[src/shared/spc_defs.svh]
// constants for the stepper phase counter block
`ifndef SPC_DEFS_SVH
`define SPC_DEFS_SVH
`define SPC_CLK_HZ 25000000
`define SPC_T_START_US 200
`define SPC_START_CYC ((`SPC_T_START_US * (`SPC_CLK_HZ / 1000000)))
`define SPC_PH_RST 6'h00
`define SPC_RES_SIXTEENTH 3'h0
`define SPC_RES_EIGHTH 3'h1
`define SPC_RES_MINI 3'h2
`define SPC_RES_HALF 3'h4
`define SPC_FUNC_RES_PIN 2'h1
`define SPC_STEP_1 6'h01
`define SPC_STEP_2 6'h02
`define SPC_STEP_4 6'h04
`define SPC_STEP_8 6'h08
`define SPC_STEP_16 6'h10
`endif

[src/shared/spc_pkg.sv]
// types for the stepper phase counter block
package spc_pkg;
	typedef enum logic [2:0] {
		SPC_ST_STANDBY = 3'b001,
		SPC_ST_START = 3'b010,
		SPC_ST_ACTIVE = 3'b100
	} spc_state_t;
	typedef struct packed {
		logic step_clock_pin_step_select;
		logic [1:0] resolution_select_pin_function_select;
		logic [2:0] primary_step_resolution;
		logic [2:0] alternate_step_resolution;
		logic direction;
	} spc_cfg_t;
	typedef struct packed {
		logic sync1;
		logic sync2;
		logic prev;
		logic rise;
	} spc_edge_t;
	typedef struct packed {
		spc_state_t state;
		logic [13:0] start_cnt;
		logic [5:0] angle_index;
		logic [2:0] res_pend;
		logic [2:0] res_act;
		logic upd_pend;
		logic [5:0] applied_index;
		logic sign_a;
		logic sign_b;
		logic [4:0] table_sel;
		logic full_step;
		logic active;
	} spc_state_all_t;
endpackage

[src/hdl/spc_phase_counter.sv]
// stepper phase counter with step pin, resolution select and pwm alignment
`timescale 1ns/10ps
`include "spc_defs.svh"
//
// Operation
// - enable low: standby, all state default
// - active only after start-up delay
// - cycle has 64/32/16/8/4 positions
// - one index source chosen by step select
// - index changes applied at next pwm period
// - pin mode: spi writes to index ignored
// - pin edge steps index by direction
// - step size 1,2,4,8,16 per resolution code
// - function select 1: pin picks resolution
// - finer to coarser snaps index to nearest
// - snapping applied after next counter command
// - spi mode: step pin ignored
// - spi mode: resolution sets full step and snapping
// - resolution change waits for next update
// - index gives coil signs and table entry
// - stall auto hold freezes the index
module spc_phase_counter (
	input wire logic clk_sys,
	input wire logic rst_n,
	input wire logic enable_pin,
	input wire spc_pkg::spc_cfg_t cfg,
	input wire logic spi_wr_valid,
	input wire logic [5:0] spi_wr_index,
	input wire logic step_clock_pin,
	input wire logic resolution_select_pin,
	input wire logic pwm_period_start,
	input wire logic stall_flag,
	input wire logic stall_auto_hold,
	input wire logic hold_request,
	output logic active,
	output logic [5:0] angle_index,
	output logic [5:0] applied_index,
	output logic sign_a,
	output logic sign_b,
	output logic [4:0] table_sel,
	output logic full_step
);
	spc_pkg::spc_state_all_t s_r;
	spc_pkg::spc_state_all_t s_nxt;
	logic step_rise;

	// step count per pin edge
	function automatic logic [5:0] step_size(input logic [2:0] res);
		case (res)
			`SPC_RES_SIXTEENTH: step_size = `SPC_STEP_1;
			`SPC_RES_EIGHTH: step_size = `SPC_STEP_2;
			`SPC_RES_MINI: step_size = `SPC_STEP_4;
			`SPC_RES_HALF: step_size = `SPC_STEP_8;
			default: step_size = `SPC_STEP_16;
		endcase
	endfunction

	// snap to nearest multiple of step, halfway rounds up, wraps mod 64
	function automatic logic [5:0] snap(input logic [5:0] idx, input logic [5:0] stp);
		logic [5:0] mask;
		mask = ~(stp - 6'h01);
		snap = (idx + (stp >> 1)) & mask;
	endfunction

	spc_edge_detect u_edge (
		.clk_sys(clk_sys),
		.rst_n(rst_n),
		.pin_in(step_clock_pin),
		.rise(step_rise)
	);

	logic [2:0] res_sel;
	logic frozen;
	logic cmd;
	logic [5:0] stp;
	logic [5:0] idx_eff;
	logic [4:0] q;

	always_comb begin
		s_nxt = s_r;
		// pin chooses between primary and alternate only in this function
		res_sel = (cfg.resolution_select_pin_function_select == `SPC_FUNC_RES_PIN && resolution_select_pin) ?
			cfg.alternate_step_resolution : cfg.primary_step_resolution;
		frozen = hold_request & stall_flag & stall_auto_hold;
		cmd = 1'b0;
		stp = step_size(s_r.res_act);
		idx_eff = s_r.applied_index;
		q = 5'h00;
		case (s_r.state)
			spc_pkg::SPC_ST_STANDBY: begin
				s_nxt.state = spc_pkg::SPC_ST_START;
				s_nxt.start_cnt = 14'h0000;
			end
			spc_pkg::SPC_ST_START: begin
				// outputs stay off until the start-up delay runs out
				if (s_r.start_cnt == 14'(`SPC_START_CYC - 1)) begin
					s_nxt.state = spc_pkg::SPC_ST_ACTIVE;
					s_nxt.active = 1'b1;
				end else begin
					s_nxt.start_cnt = s_r.start_cnt + 14'h0001;
				end
			end
			spc_pkg::SPC_ST_ACTIVE: begin
				s_nxt.res_pend = res_sel;
				if (cfg.step_clock_pin_step_select) begin
					// spi writes dropped, pin edges step
					if (step_rise && !frozen) begin
						cmd = 1'b1;
						if (cfg.direction) begin
							s_nxt.angle_index = s_r.angle_index + stp;
						end else begin
							s_nxt.angle_index = s_r.angle_index - stp;
						end
					end
				end else begin
					// host supplies every value; pin is ignored
					if (spi_wr_valid && !frozen) begin
						cmd = 1'b1;
						s_nxt.angle_index = spi_wr_index;
					end
				end
				if (cmd) begin
					s_nxt.upd_pend = 1'b1;
				end
				// index and resolution changes land at period start
				if (pwm_period_start && (s_r.upd_pend || cmd)) begin
					s_nxt.upd_pend = 1'b0;
					s_nxt.res_act = s_r.res_pend;
					if (step_size(s_r.res_pend) > step_size(s_r.res_act)) begin
						// coarser: snap deferred until this period
						s_nxt.applied_index = snap(s_nxt.angle_index, step_size(s_r.res_pend));
						s_nxt.angle_index = s_nxt.applied_index;
					end else begin
						s_nxt.applied_index = s_nxt.angle_index;
					end
				end
				idx_eff = s_nxt.applied_index;
			end
			default: begin
				s_nxt.state = spc_pkg::SPC_ST_STANDBY;
			end
		endcase
		// 64 positions, quadrant from top bits, entry 0..16
		q = idx_eff[4] ? (5'h10 - {1'b0, idx_eff[3:0]}) : {1'b0, idx_eff[3:0]};
		s_nxt.table_sel = q;
		s_nxt.sign_a = idx_eff[5] ^ (idx_eff[4] & (idx_eff[3:0] != 4'h0));
		s_nxt.sign_b = idx_eff[5];
		// in spi mode resolution sets full step and the snap of the written index
		s_nxt.full_step = (s_nxt.res_act != `SPC_RES_SIXTEENTH) &&
			(s_nxt.res_act != `SPC_RES_EIGHTH) && (s_nxt.res_act != `SPC_RES_MINI) &&
			(s_nxt.res_act != `SPC_RES_HALF);
	end

	always_ff @(posedge clk_sys) begin
		// enable low holds everything at default
		if (!rst_n || !enable_pin) begin
			s_r <= '{state: spc_pkg::SPC_ST_STANDBY, start_cnt: 14'h0000,
				angle_index: `SPC_PH_RST, res_pend: 3'h0, res_act: 3'h0,
				upd_pend: 1'b0, applied_index: `SPC_PH_RST, sign_a: 1'b0,
				sign_b: 1'b0, table_sel: 5'h00, full_step: 1'b0, active: 1'b0};
		end else begin
			s_r <= s_nxt;
		end
	end

	assign active = s_r.active;
	assign angle_index = s_r.angle_index;
	assign applied_index = s_r.applied_index;
	assign sign_a = s_r.sign_a;
	assign sign_b = s_r.sign_b;
	assign table_sel = s_r.table_sel;
	assign full_step = s_r.full_step;
endmodule

[src/hdl/spc_edge_detect.sv]
// step clock pin synchroniser and rising edge detector
`timescale 1ns/10ps
module spc_edge_detect (
	input wire logic clk_sys,
	input wire logic rst_n,
	input wire logic pin_in,
	output logic rise
);
	spc_pkg::spc_edge_t s_r;
	spc_pkg::spc_edge_t s_nxt;
	always_comb begin
		s_nxt = s_r;
		s_nxt.sync1 = pin_in;
		s_nxt.sync2 = s_r.sync1;
		s_nxt.prev = s_r.sync2;
		// one pulse per edge, seen only after two flops
		s_nxt.rise = s_r.sync2 & ~s_r.prev;
	end
	always_ff @(posedge clk_sys) begin
		if (!rst_n) begin
			s_r <= '0;
		end else begin
			s_r <= s_nxt;
		end
	end
	assign rise = s_r.rise;
endmodule

[config.mk]
export PLATFORM = sky130hd
export DESIGN_NAME = spc_phase_counter
export DESIGN_NICKNAME = d
export VERILOG_FILES = /design/src/shared/spc_pkg.sv /design/src/hdl/spc_phase_counter.sv /design/src/hdl/spc_edge_detect.sv
export VERILOG_INCLUDE_DIRS = /design/src /design/src/shared
export SDC_FILE = /design/constraint.sdc
export NUM_CORES = 1
export LEC_CHECK = 0
export BUFFER_PORTS_ARGS = -buffer_cell sky130_fd_sc_hd__buf_2
export CAP_MARGIN = 30
export CORE_UTILIZATION = 24
export CTS_BUF_LIST = sky130_fd_sc_hd__clkbuf_8
export DETAILED_ROUTE_END_ITERATION = 10
export GPL_TIMING_DRIVEN = 0
export PLACE_DENSITY = 0.46
export SETUP_SLACK_MARGIN = 0.15
export SKIP_CTS_REPAIR_TIMING = 1
export SYNTH_ARGS = -nofsm -noshare
export SYNTH_HDL_FRONTEND = slang
export SYNTH_HIERARCHICAL = 1
export SYNTH_SLANG_ARGS = --single-unit
[constraint.sdc]
create_clock -name clk_sys -period 7.61 [get_ports clk_sys]
set_clock_uncertainty 0.1 [all_clocks]
set_input_delay 0.3805 -clock clk_sys [delete_from_list [all_inputs] [get_ports clk_sys]]
set_output_delay 0.3805 -clock clk_sys [all_outputs]
set_load 0.05 [all_outputs]
==> flow_metrics.tcl, run 1 <==
set metrics [dict create \
    synth_compound_area_share_pct 18.37 \
    nNetsFinal 458 \
    p_sw_share_pct 26.09 \
    finalMaxSlewViolations 0 \
    cts_sinks 49 \
    synth-xor-area-share_pct 5.022 \
    comb_power_share_pct 9.3 \
    ff_latch_area_um2 980.9 \
    worst-r2r-cell-count 15 \
    synth_top_family_by_area "simple AND/OR/NAND/NOR gates" \
    antenna_cells 0 \
    drc 0 \
    place_inst 577 \
    grt_pass1_wl_um 12990 \
    worstSetupEndpointType "flop" \
    drv_cap 0 \
    ys_types 71 \
    gp_congestion 0.7999 \
    slew_headroom_pct 52.20 \
    antenna_found_initial 0 \
    arrival_ps 4400 \
    irDropWorstVdd_mv 0.04984 \
    overflow 0 \
    cp_slowest_stage_delay_ps 450 \
    ant_nets 0 \
    synth-seq-cells 49 \
    ys_seq_area_share_pct 31.25 \
    rsz0062_at_grt "no" \
    netlist_area_um2 3139 \
    initialDrtViolationCount 105 \
    die_h_um 116.4 \
    portBuffers 45 \
    first_pass_iters 4 \
    numCtsBuffers 5 \
    die-width_um 116.4 \
    p_sw_mw 0.1199 \
    hold_viol_final 0 \
    synth_area_leaders "dfxtp_1, ha_1, nor2_1" \
    cp-start-kind "flop" \
    async_flop_share_pct 0 \
    cp_common_cell "ha_1" \
    syn_area_per_cell_um2 8.720 \
    vias_per_cell 4.491 \
    cts-root-buf "clkbuf_8" \
    synthFlopType "dfxtp_1" \
    multi_input_area_um2 1928 \
    status "finished, final reports clean" \
    cp.required_ps 7760 \
    yosys.area_share.simple_pct 22.96 \
    post_drt_wl_per_cell_um 13.21 \
    post-route-worst-setup-slack_ps 3361 \
    crit-reg2reg-launch "s_r[16]" \
    layout_commonest_cell "dfxtp_1" \
    io_pins 47 \
    ctsHtreeMaxLevel 2 \
    grt_pass1_vias 2661 \
    synth.largest_area_cell "dfxtp_1" \
    crit_buf_inv 1 \
    crit_chain "or3_1, ha_1, inv_1, o21ai_0, ha_1, a211oi_2, o21ba_2, o221ai_1, ha_1, nor3b_1, nor2_1, or4_4, xnor2_1, mux2i_1, mux2i_1" \
    groute.usage.overall_pct 12.45 \
    fmax_ghz 0.2353 \
    synth_top_area_share_pct 31.25 \
    path_max_fanout 7 \
    r2r_end "sign_a" \
    tightest_slew_ps 715.5 \
    startpoint "s_r[16]" \
    setup_tns_ps 0 \
    syn_nets 406 \
    seqPwrFrac_pct 56.4 \
    area_growth_pct 16.74 \
    synth_edf_count 0 \
    synthMuxAreaShare_pct 6.257 \
    p_clk_share_pct 34.3 \
    initial_utilization_pct 24.78 \
    coreArea_um2 12670 \
    path_class "flop to flop" \
    cts_tree "yes" \
    fp-row-count 41 \
    min_period_ps 4249 \
    grt_max_degree 16 \
    dp_hpwl_um 6091 \
    powerDensity_nw_per_um2 125.4 \
    r2r_slack_ps 3360 \
    synth_warnings 6 \
    hold_slack_ps 179.1 \
    finalNonFillerCells 584 \
    cp_top_family "simple AND/OR/NAND/NOR gates" \
    synth-adder-area-share_pct 8.808 \
    clkLatencyLatePin_ps 310 \
    hold_class "input pin to flop" \
    clk_pin_slew_ps 100 \
    final_layout_size_suffix_gt1_share_pct 25.73 \
    fin_crit_sh_pct 55.84 \
    power.internal_mw 0.3397 \
    hold_end "u_edge/s_nxt[2]" \
    wirelength_um 7715 \
    pre_cts_ws_ps 3360 \
    nFillCells 1406 \
    p_leak_nw 1.448 \
    crit_path_top_delay_cell "or4_4" \
    die-area_um2 13540 \
    netlist_instances 360 \
    finalSetupViolations 0 \
    vias 2623 \
    hold-path-cell-count 2 \
    worstHoldStart "step_clock_pin" \
    clk_path_buf_depth 2 \
    final_cell_mix "dfxtp_1, nor2_1, buf_2" \
]
final cells by class:
class	instances	area share, %
multi-input combinational	270	52.61
tap	172	5.872
timing repair buffer	45	6.145
clock inverter	2	0.4438
sequential	49	26.77
inverter	16	1.639
buffer	25	4.643
clock buffer	5	1.878
synth_stat cells, drive strengths merged, types with 4 or more instances:
cell type,n
a211oi,12
a21oi,19
and2,6
buf,20
clkbuf,5
dfxtp,49
ha,18
inv,16
mux2i,15
nand2,26
nand2b,4
nand3,9
nor2,50
nor2b,4
nor3,9
nor3b,6
o21ai,12
or3,8
xnor2,12
xor2,6
how the worst max path moves through the flow:
stage | depth (start not counted) | slack [ps] | end
6_report | 15 | 3360 | sign_a
5_1_grt | 15 | 3060 | sign_a
4_1_cts | 15 | 3330 | sign_a
3_5_place_dp | 15 | 3360 | sign_a
3_3_place_gp | 18 | 3430 | sign_a
2_1_floorplan | 17 | 3780 | sign_a
worst reg2reg max path: cells and delay by family (launching register included):
| family | cells | cell delay (ps) |
|---|---|---|
| compound gates | 4 | 940 |
| flops | 1 | 370 |
| mux | 2 | 420 |
| fa+ha+maj | 3 | 950 |
| simple gates | 4 | 1230 |
| buf+inv | 1 | 30 |
| xor+xnor | 1 | 160 |
cells by family (layout without fill, tap and decap cells):
logic type / after synthesis / in the layout
simple gates: 138 / 138
compound gates: 75 / 75
flops: 49 / 49
buf+inv: 41 / 93
fa+ha+maj: 21 / 21
xor+xnor: 18 / 18
mux: 18 / 18
metal layers:
layer,track usage [%],vias to the layer above,wire length (um)
met4,2.564,0,53
met5,0,-,0
met1,15.73,1211,3723
met3,2.698,5,272
li1,-,1372,-
met2,21.66,35,3665
power by group through the flow:
stage | sequential (mW) | combinational (mW) | clock [mW]
after floorplan | 0.265 | 0.0280 | 0
after global placement | 0.265 | 0.0427 | 0
after detailed placement | 0.265 | 0.0435 | 0
after CTS | 0.259 | 0.0436 | 0.165
after global routing | 0.260 | 0.0485 | 0.174
final | 0.259 | 0.0429 | 0.158
state kept, by name, summed over array words and instances, names as in the netlist:
signal / flops
active: 1
angle_index: 6
applied_index: 6
full_step: 1
s_r: 24
sign_a: 1
sign_b: 1
table_sel: 5
u_edge/rise: 1
u_edge/s_nxt: 2
u_edge/s_r: 1
metrics by stage:
step / utilization (%) / area, um2 / total power, mW
2_1_floorplan: - / 3139 / 0.2927
3_3_place_gp: 28.25 / 3580 / 0.3078
3_5_place_dp: 28.25 / 3580 / 0.3086
4_1_cts: 28.92 / 3665 / 0.4682
5_1_grt: 28.92 / 3665 / 0.4815
6_report: 28.92 / 3665 / 0.4596
Note: power is estimated with default switching activity, not from simulation.
==> inputs of run 2 (changes only) <==
--- a/config.mk
+++ b/config.mk
@@ -12,7 +12,7 @@
 export CTS_BUF_LIST = sky130_fd_sc_hd__clkbuf_8
 export DETAILED_ROUTE_END_ITERATION = 10
 export GPL_TIMING_DRIVEN = 0
-export PLACE_DENSITY = 0.46
+export PLACE_DENSITY = 0.48
 export SETUP_SLACK_MARGIN = 0.15
 export SKIP_CTS_REPAIR_TIMING = 1
 export SYNTH_ARGS = -nofsm -noshare
==> constraint.sdc (replaced) <==
create_clock -name clk_sys -period 3.4 [get_ports clk_sys]
set_clock_uncertainty 0.1 [all_clocks]
set_input_delay 0.17 -clock clk_sys [delete_from_list [all_inputs] [get_ports clk_sys]]
set_output_delay 0.17 -clock clk_sys [all_outputs]
set_load 0.05 [all_outputs]
==> run 2 against run 1 <==
Net effect:
- critical path depth is 2 higher
- die area stayed put
- worst hold slack worse by 130 ps
- combinational power grew to 2.6 times the previous value
- routed wire length is 1.3% higher
- sequential cell count stayed put
- final cell count is 1.4% higher
- non-clock buffer count is 7 higher
- the run now ends with negative setup slack left
- utilization is 2.1 points higher
- clock-buffer cell count stayed put
- setup slack worse by 3900 ps
==> flow_metrics.tcl, run 2 (synthesis results as in run 1) <==
set metrics [dict create \
    largest_reg_flops 24 \
    hold_class "input pin to flop" \
    p_sw_mw 0.2781 \
    clk_pin_slew_ps 100 \
    cp-start-kind "flop" \
    nNetsFinal 465 \
    cts_tree "yes" \
    worstSetupEndpointType "flop" \
    first_pass_iters 4 \
    clkLatencyLatePin_ps 310 \
    grt_pass1_wl_um 12830 \
    groute.usage.overall_pct 12.21 \
    gp_congestion 0.8142 \
    antenna_cells 0 \
    p_clk_share_pct 34.1 \
    overflow 0 \
    slew_headroom_pct 53.74 \
    final_util_pct 31.02 \
    p_total_mw 1.051 \
    cp_common_cell "fa_2" \
    power.internal_mw 0.7728 \
    path_max_fanout 5 \
    die-area_um2 13540 \
    failed_checks "negative setup slack" \
    wirelength_um 7818 \
    coreArea_um2 12670 \
    die-width_um 116.4 \
    initialDrtViolationCount 78 \
    rsz0062_at_grt "yes" \
    p_sw_share_pct 26.46 \
    cp.required_ps 3480 \
    min_period_ps 3952 \
    crit_chain "or3_4, ha_4, inv_2, o21ai_2, inv_1, fa_2, nand3_2, o221a_4, fa_2, a21o_1, a21oi_2, nand2b_1, a211oi_2, o31ai_4, buf_4, mux2i_1, nor2_1" \
    cts-root-buf "clkbuf_8" \
    vias_per_cell 4.606 \
    antenna_found_initial 0 \
    die_h_um 116.4 \
    seqPwrFrac_pct 55.1 \
    tightest_slew_ps 692.5 \
    drv_cap 0 \
    path_class "flop to flop" \
    vias 2727 \
    final_cell_mix "buf_2, dfxtp_1, nor2_1" \
    fin_crit_sh_pct 116.2 \
    powerDensity_nw_per_um2 267.4 \
    pre_cts_ws_ps -575.5 \
    comb_power_share_pct 10.7 \
    crit_buf_inv 3 \
    ant_nets 0 \
    final_layout_size_suffix_gt1_share_pct 33.10 \
    crit_path_top_delay_cell "fa_2" \
    finalMaxSlewViolations 0 \
    io_pins 47 \
    p_leak_nw 1.524 \
    grt_max_degree 17 \
    initial_utilization_pct 24.78 \
    ctsHtreeMaxLevel 2 \
    grt_pass1_vias 2709 \
    hold_viol_final 0 \
    cp_top_family "adder cells" \
    arrival_ps 4030 \
    finalSetupViolations 11 \
    area_growth_pct 25.19 \
    status "finished, violations left" \
    fp-row-count 41 \
    clk_path_buf_depth 2 \
    cp_slowest_stage_delay_ps 550 \
    cts_sinks 49 \
    irDropWorstVdd_mv 0.1175 \
    largest_register "s_r" \
    post_drt_wl_per_cell_um 13.21 \
    post-route-worst-setup-slack_ps -551.7 \
    fmax_ghz 0.2531 \
    numCtsBuffers 5 \
    portBuffers 45 \
    drc 0 \
    dp_hpwl_um 6070 \
    hold_slack_ps 47.90 \
]
## run 2: worst register-to-register path: stages, from the launching register on
cell and delay (ps):
dfxtp_4 370, or3_4 410, ha_4 270, inv_2 30, o21ai_2 140, inv_1 80
fa_2 550, nand3_2 70, o221a_4 150, fa_2 360, a21o_1 170, a21oi_2 140
nand2b_1 170, a211oi_2 80, o31ai_4 350, buf_4 180, mux2i_1 170, nor2_1 50
## run 2: area by class of cell
cell class / count / area, um2
inverter: 16 / 60.06
fill: 1387 / 8741
sequential: 49 / 985.9
tap: 172 / 215.2
buffer: 25 / 170.2
clock inverter: 3 / 21.27
clock buffer: 5 / 68.82
multi-input combinational: 270 / 2128
timing repair buffer: 52 / 280.3
## run 2: power groups by stage
stage | Clock [mW] | Combinational [mW] | Sequential [mW]
global route | 0.401 | 0.126 | 0.580
finish | 0.359 | 0.113 | 0.579
global placement | 0 | 0.104 | 0.593
floorplan | 0 | 0.0699 | 0.593
CTS | 0.373 | 0.106 | 0.580
detailed placement | 0 | 0.105 | 0.593
## run 2: routing by layer
| metal | share of wire (%) | wire, um | vias up | track usage (%) |
|---|---|---|---|---|
| met2 | 50 | 3920 | 35 | 21.97 |
| met3 | 2.9 | 229 | 2 | 2.750 |
| li1 | - | - | 1387 | - |
| met5 | 0 | 0 | - | 0 |
| met4 | 0.31 | 24 | 0 | 2.650 |
| met1 | 47 | 3643 | 1303 | 14.72 |
## run 2: final timing paths
| check | start | endpoint | slack (ps) | cells past startpoint |
|---|---|---|---|---|
| setup / recovery | s_r[18] | table_sel[1] | -550 | 17 |
| hold / removal | rst_n | u_edge/s_nxt[2] | 50 | 2 |
| setup reg to reg | s_r[18] | table_sel[1] | -550 | 17 |
| hold reg to reg | u_edge/s_nxt[2] | u_edge/s_nxt[1] | 350 | 1 |
## run 2: per-stage QoR
| step | setup TNS, ps | cells | cell area (um2) |
|---|---|---|---|
| floorplan | -1200 | 360 | 3236 |
| global placement | -4085 | 577 | 3676 |
| detailed placement | -4298 | 577 | 3676 |
| CTS | -4725 | 585 | 3766 |
| global route | -5849 | 592 | 3930 |
| finish | -3974 | 592 | 3930 |
==> inputs of run 3 (changes only) <==
--- a/config.mk
+++ b/config.mk
@@ -8,8 +8,10 @@
 export LEC_CHECK = 0
 export BUFFER_PORTS_ARGS = -buffer_cell sky130_fd_sc_hd__buf_2
 export CAP_MARGIN = 30
+export CORE_ASPECT_RATIO = 1.75
 export CORE_UTILIZATION = 24
 export CTS_BUF_LIST = sky130_fd_sc_hd__clkbuf_8
+export CTS_CLUSTER_DIAMETER = 40
 export DETAILED_ROUTE_END_ITERATION = 10
 export GPL_TIMING_DRIVEN = 0
 export PLACE_DENSITY = 0.48
==> run 3 against run 2 <==
Net effect:
- the flow still finishes with violations (negative setup slack)
- die area rose by 0.13%
- critical path depth did not move
- register-to-register slack got worse by 50 ps
- sequential cell count did not move
- clock power rose by 5%
- final cell count fell by 0.68%
- routed wire length rose by 2.5%
==> flow_metrics.tcl, run 3 (synthesis results as in run 1) <==
set metrics [dict create \
    status "finished, violations left" \
    failed_checks "negative setup slack" \
    pre_cts_ws_ps -626.6 \
    cp.required_ps 3550 \
    hold_class "input pin to flop" \
    drc 0 \
    arrival_ps 4150 \
    area_growth_pct 25.67 \
    gp_congestion 0.8376 \
    rsz0062_at_grt "yes" \
    die-width_um 88.46 \
    fp-row-count 54 \
    irDropWorstVdd_mv 0.1716 \
    grt_pass1_vias 2743 \
    clk_path_buf_depth 2 \
    crit_path_top_delay_cell "fa_2" \
    io_pins 47 \
    path_class "flop to flop" \
    groute.usage.overall_pct 12.42 \
    dp_hpwl_um 6348 \
    tightest_slew_ps 636.8 \
    finalNonFillerCells 588 \
    p_sw_share_pct 25.64 \
    grt_max_degree 17 \
    fmax_ghz 0.2501 \
    die-area_um2 13560 \
    final_cell_mix "buf_2, dfxtp_1, nor2_1" \
    largest_register "s_r" \
    post_drt_wl_per_cell_um 13.62 \
    final_layout_size_suffix_gt1_share_pct 32.86 \
    cts-root-buf "clkbuf_8" \
    setup_tns_ps -4128 \
    p_clk_share_pct 35.3 \
    p_leak_nw 1.523 \
    clkLatencyLatePin_ps 310 \
    hold_slack_ps 27.29 \
    coreArea_um2 12630 \
    cp-start-kind "flop" \
    r2r_end "sign_a" \
    first_pass_iters 4 \
    drv_cap 0 \
    fin_crit_sh_pct 117.6 \
    worstHoldStart "rst_n" \
    antenna_found_initial 0 \
    nFillCells 1334 \
    die_h_um 153.3 \
    initial_utilization_pct 24.85 \
    min_period_ps 3999 \
    powerDensity_nw_per_um2 270.6 \
    clk_pin_slew_ps 100 \
    worst-r2r-cell-count 17 \
    hold_end "u_edge/s_nxt[2]" \
    crit-reg2reg-launch "s_r[18]" \
    r2r_slack_ps -600 \
    worstSetupEndpointType "flop" \
    hold-path-cell-count 2 \
    overflow 0 \
    numCtsBuffers 5 \
    ctsHtreeMaxLevel 2 \
    nNetsFinal 465 \
    hold_viol_final 0 \
    seqPwrFrac_pct 54.3 \
    wirelength_um 8010 \
    cts_tree "yes" \
    p_sw_mw 0.2737 \
    vias 2698 \
    vias_per_cell 4.588 \
    comb_power_share_pct 10.5 \
    ant_nets 0 \
    portBuffers 45 \
    slew_headroom_pct 57.45 \
    initialDrtViolationCount 107 \
    grt_pass1_wl_um 13120 \
    cts_sinks 49 \
    cp_slowest_stage_delay_ps 540 \
    crit_chain "or3_4, ha_4, inv_2, o21ai_4, inv_2, fa_2, nand3_2, o221a_4, fa_2, a21o_1, a21oi_2, nand2_2, a211oi_4, o31ai_4, a31o_1, or2_1, mux2i_1" \
    largest_reg_flops 24 \
    post-route-worst-setup-slack_ps -598.7 \
    power.internal_mw 0.7939 \
    finalSetupViolations 11 \
    path_max_fanout 5 \
    finalMaxSlewViolations 0 \
    antenna_cells 0 \
    place_inst 573 \
]
-- run 3: final cells by class --
type	count	area, um2	area share [%]
timing repair buffer	52	282.8	7.168
tap	168	210.2	5.328
multi-input combinational	270	2136	54.14
sequential	49	987.2	25.02
inverter	16	60.06	1.522
clock buffer	6	82.58	2.093
buffer	25	170.2	4.313
clock inverter	2	16.27	0.4123
-- run 3: critical path: cells and delay by family (launching register included) --
kind / cells / cell delay (ps)
flip-flops: 1 / 370
buffers and inverters: 2 / 90
adder cells (fa/ha/maj): 3 / 1180
AND/OR/NAND/NOR: 4 / 780
multiplexers: 1 / 120
AO/OA/AOI/OAI: 7 / 1310
-- run 3: stage by stage --
step	total power [mW]	cell area, um2	util, %
final	1.068	3945	31.22
after global routing	1.118	3945	31.22
after CTS	1.086	3770	29.84
after detailed placement	0.6982	3671	29.06
after global placement	0.6965	3671	29.06
after floorplan	0.6625	3236	-
-- run 3: power groups by stage --
| stage | clock, mW | sequential, mW | combinational [mW] |
|---|---|---|---|
| final | 0.377 | 0.579 | 0.112 |
| after global routing | 0.414 | 0.580 | 0.124 |
| after global placement | 0 | 0.593 | 0.103 |
| after CTS | 0.400 | 0.580 | 0.105 |
| after detailed placement | 0 | 0.593 | 0.105 |
| after floorplan | 0 | 0.593 | 0.0699 |
-- run 3: how the worst max path moves through the flow --
stage	start	endpoint	slack (ps)	cells past startpoint
2_1_floorplan	s_r[18]	sign_a	-220	17
3_3_place_gp	s_r[17]	sign_a	-570	17
3_5_place_dp	s_r[17]	sign_a	-630	17
4_1_cts	s_r[17]	sign_a	-640	17
5_1_grt	s_r[18]	sign_a	-720	17
6_report	s_r[18]	sign_a	-600	17
-- run 3: metal layers --
metal  wire length (um)  vias up  global-route usage [%]
li1                   -     1390                       -
met1               3214     1255                   13.63
met2               4437       42                   23.08
met3                205       11                   1.458
met4                152        0                   5.300
met5                  0        -                       0
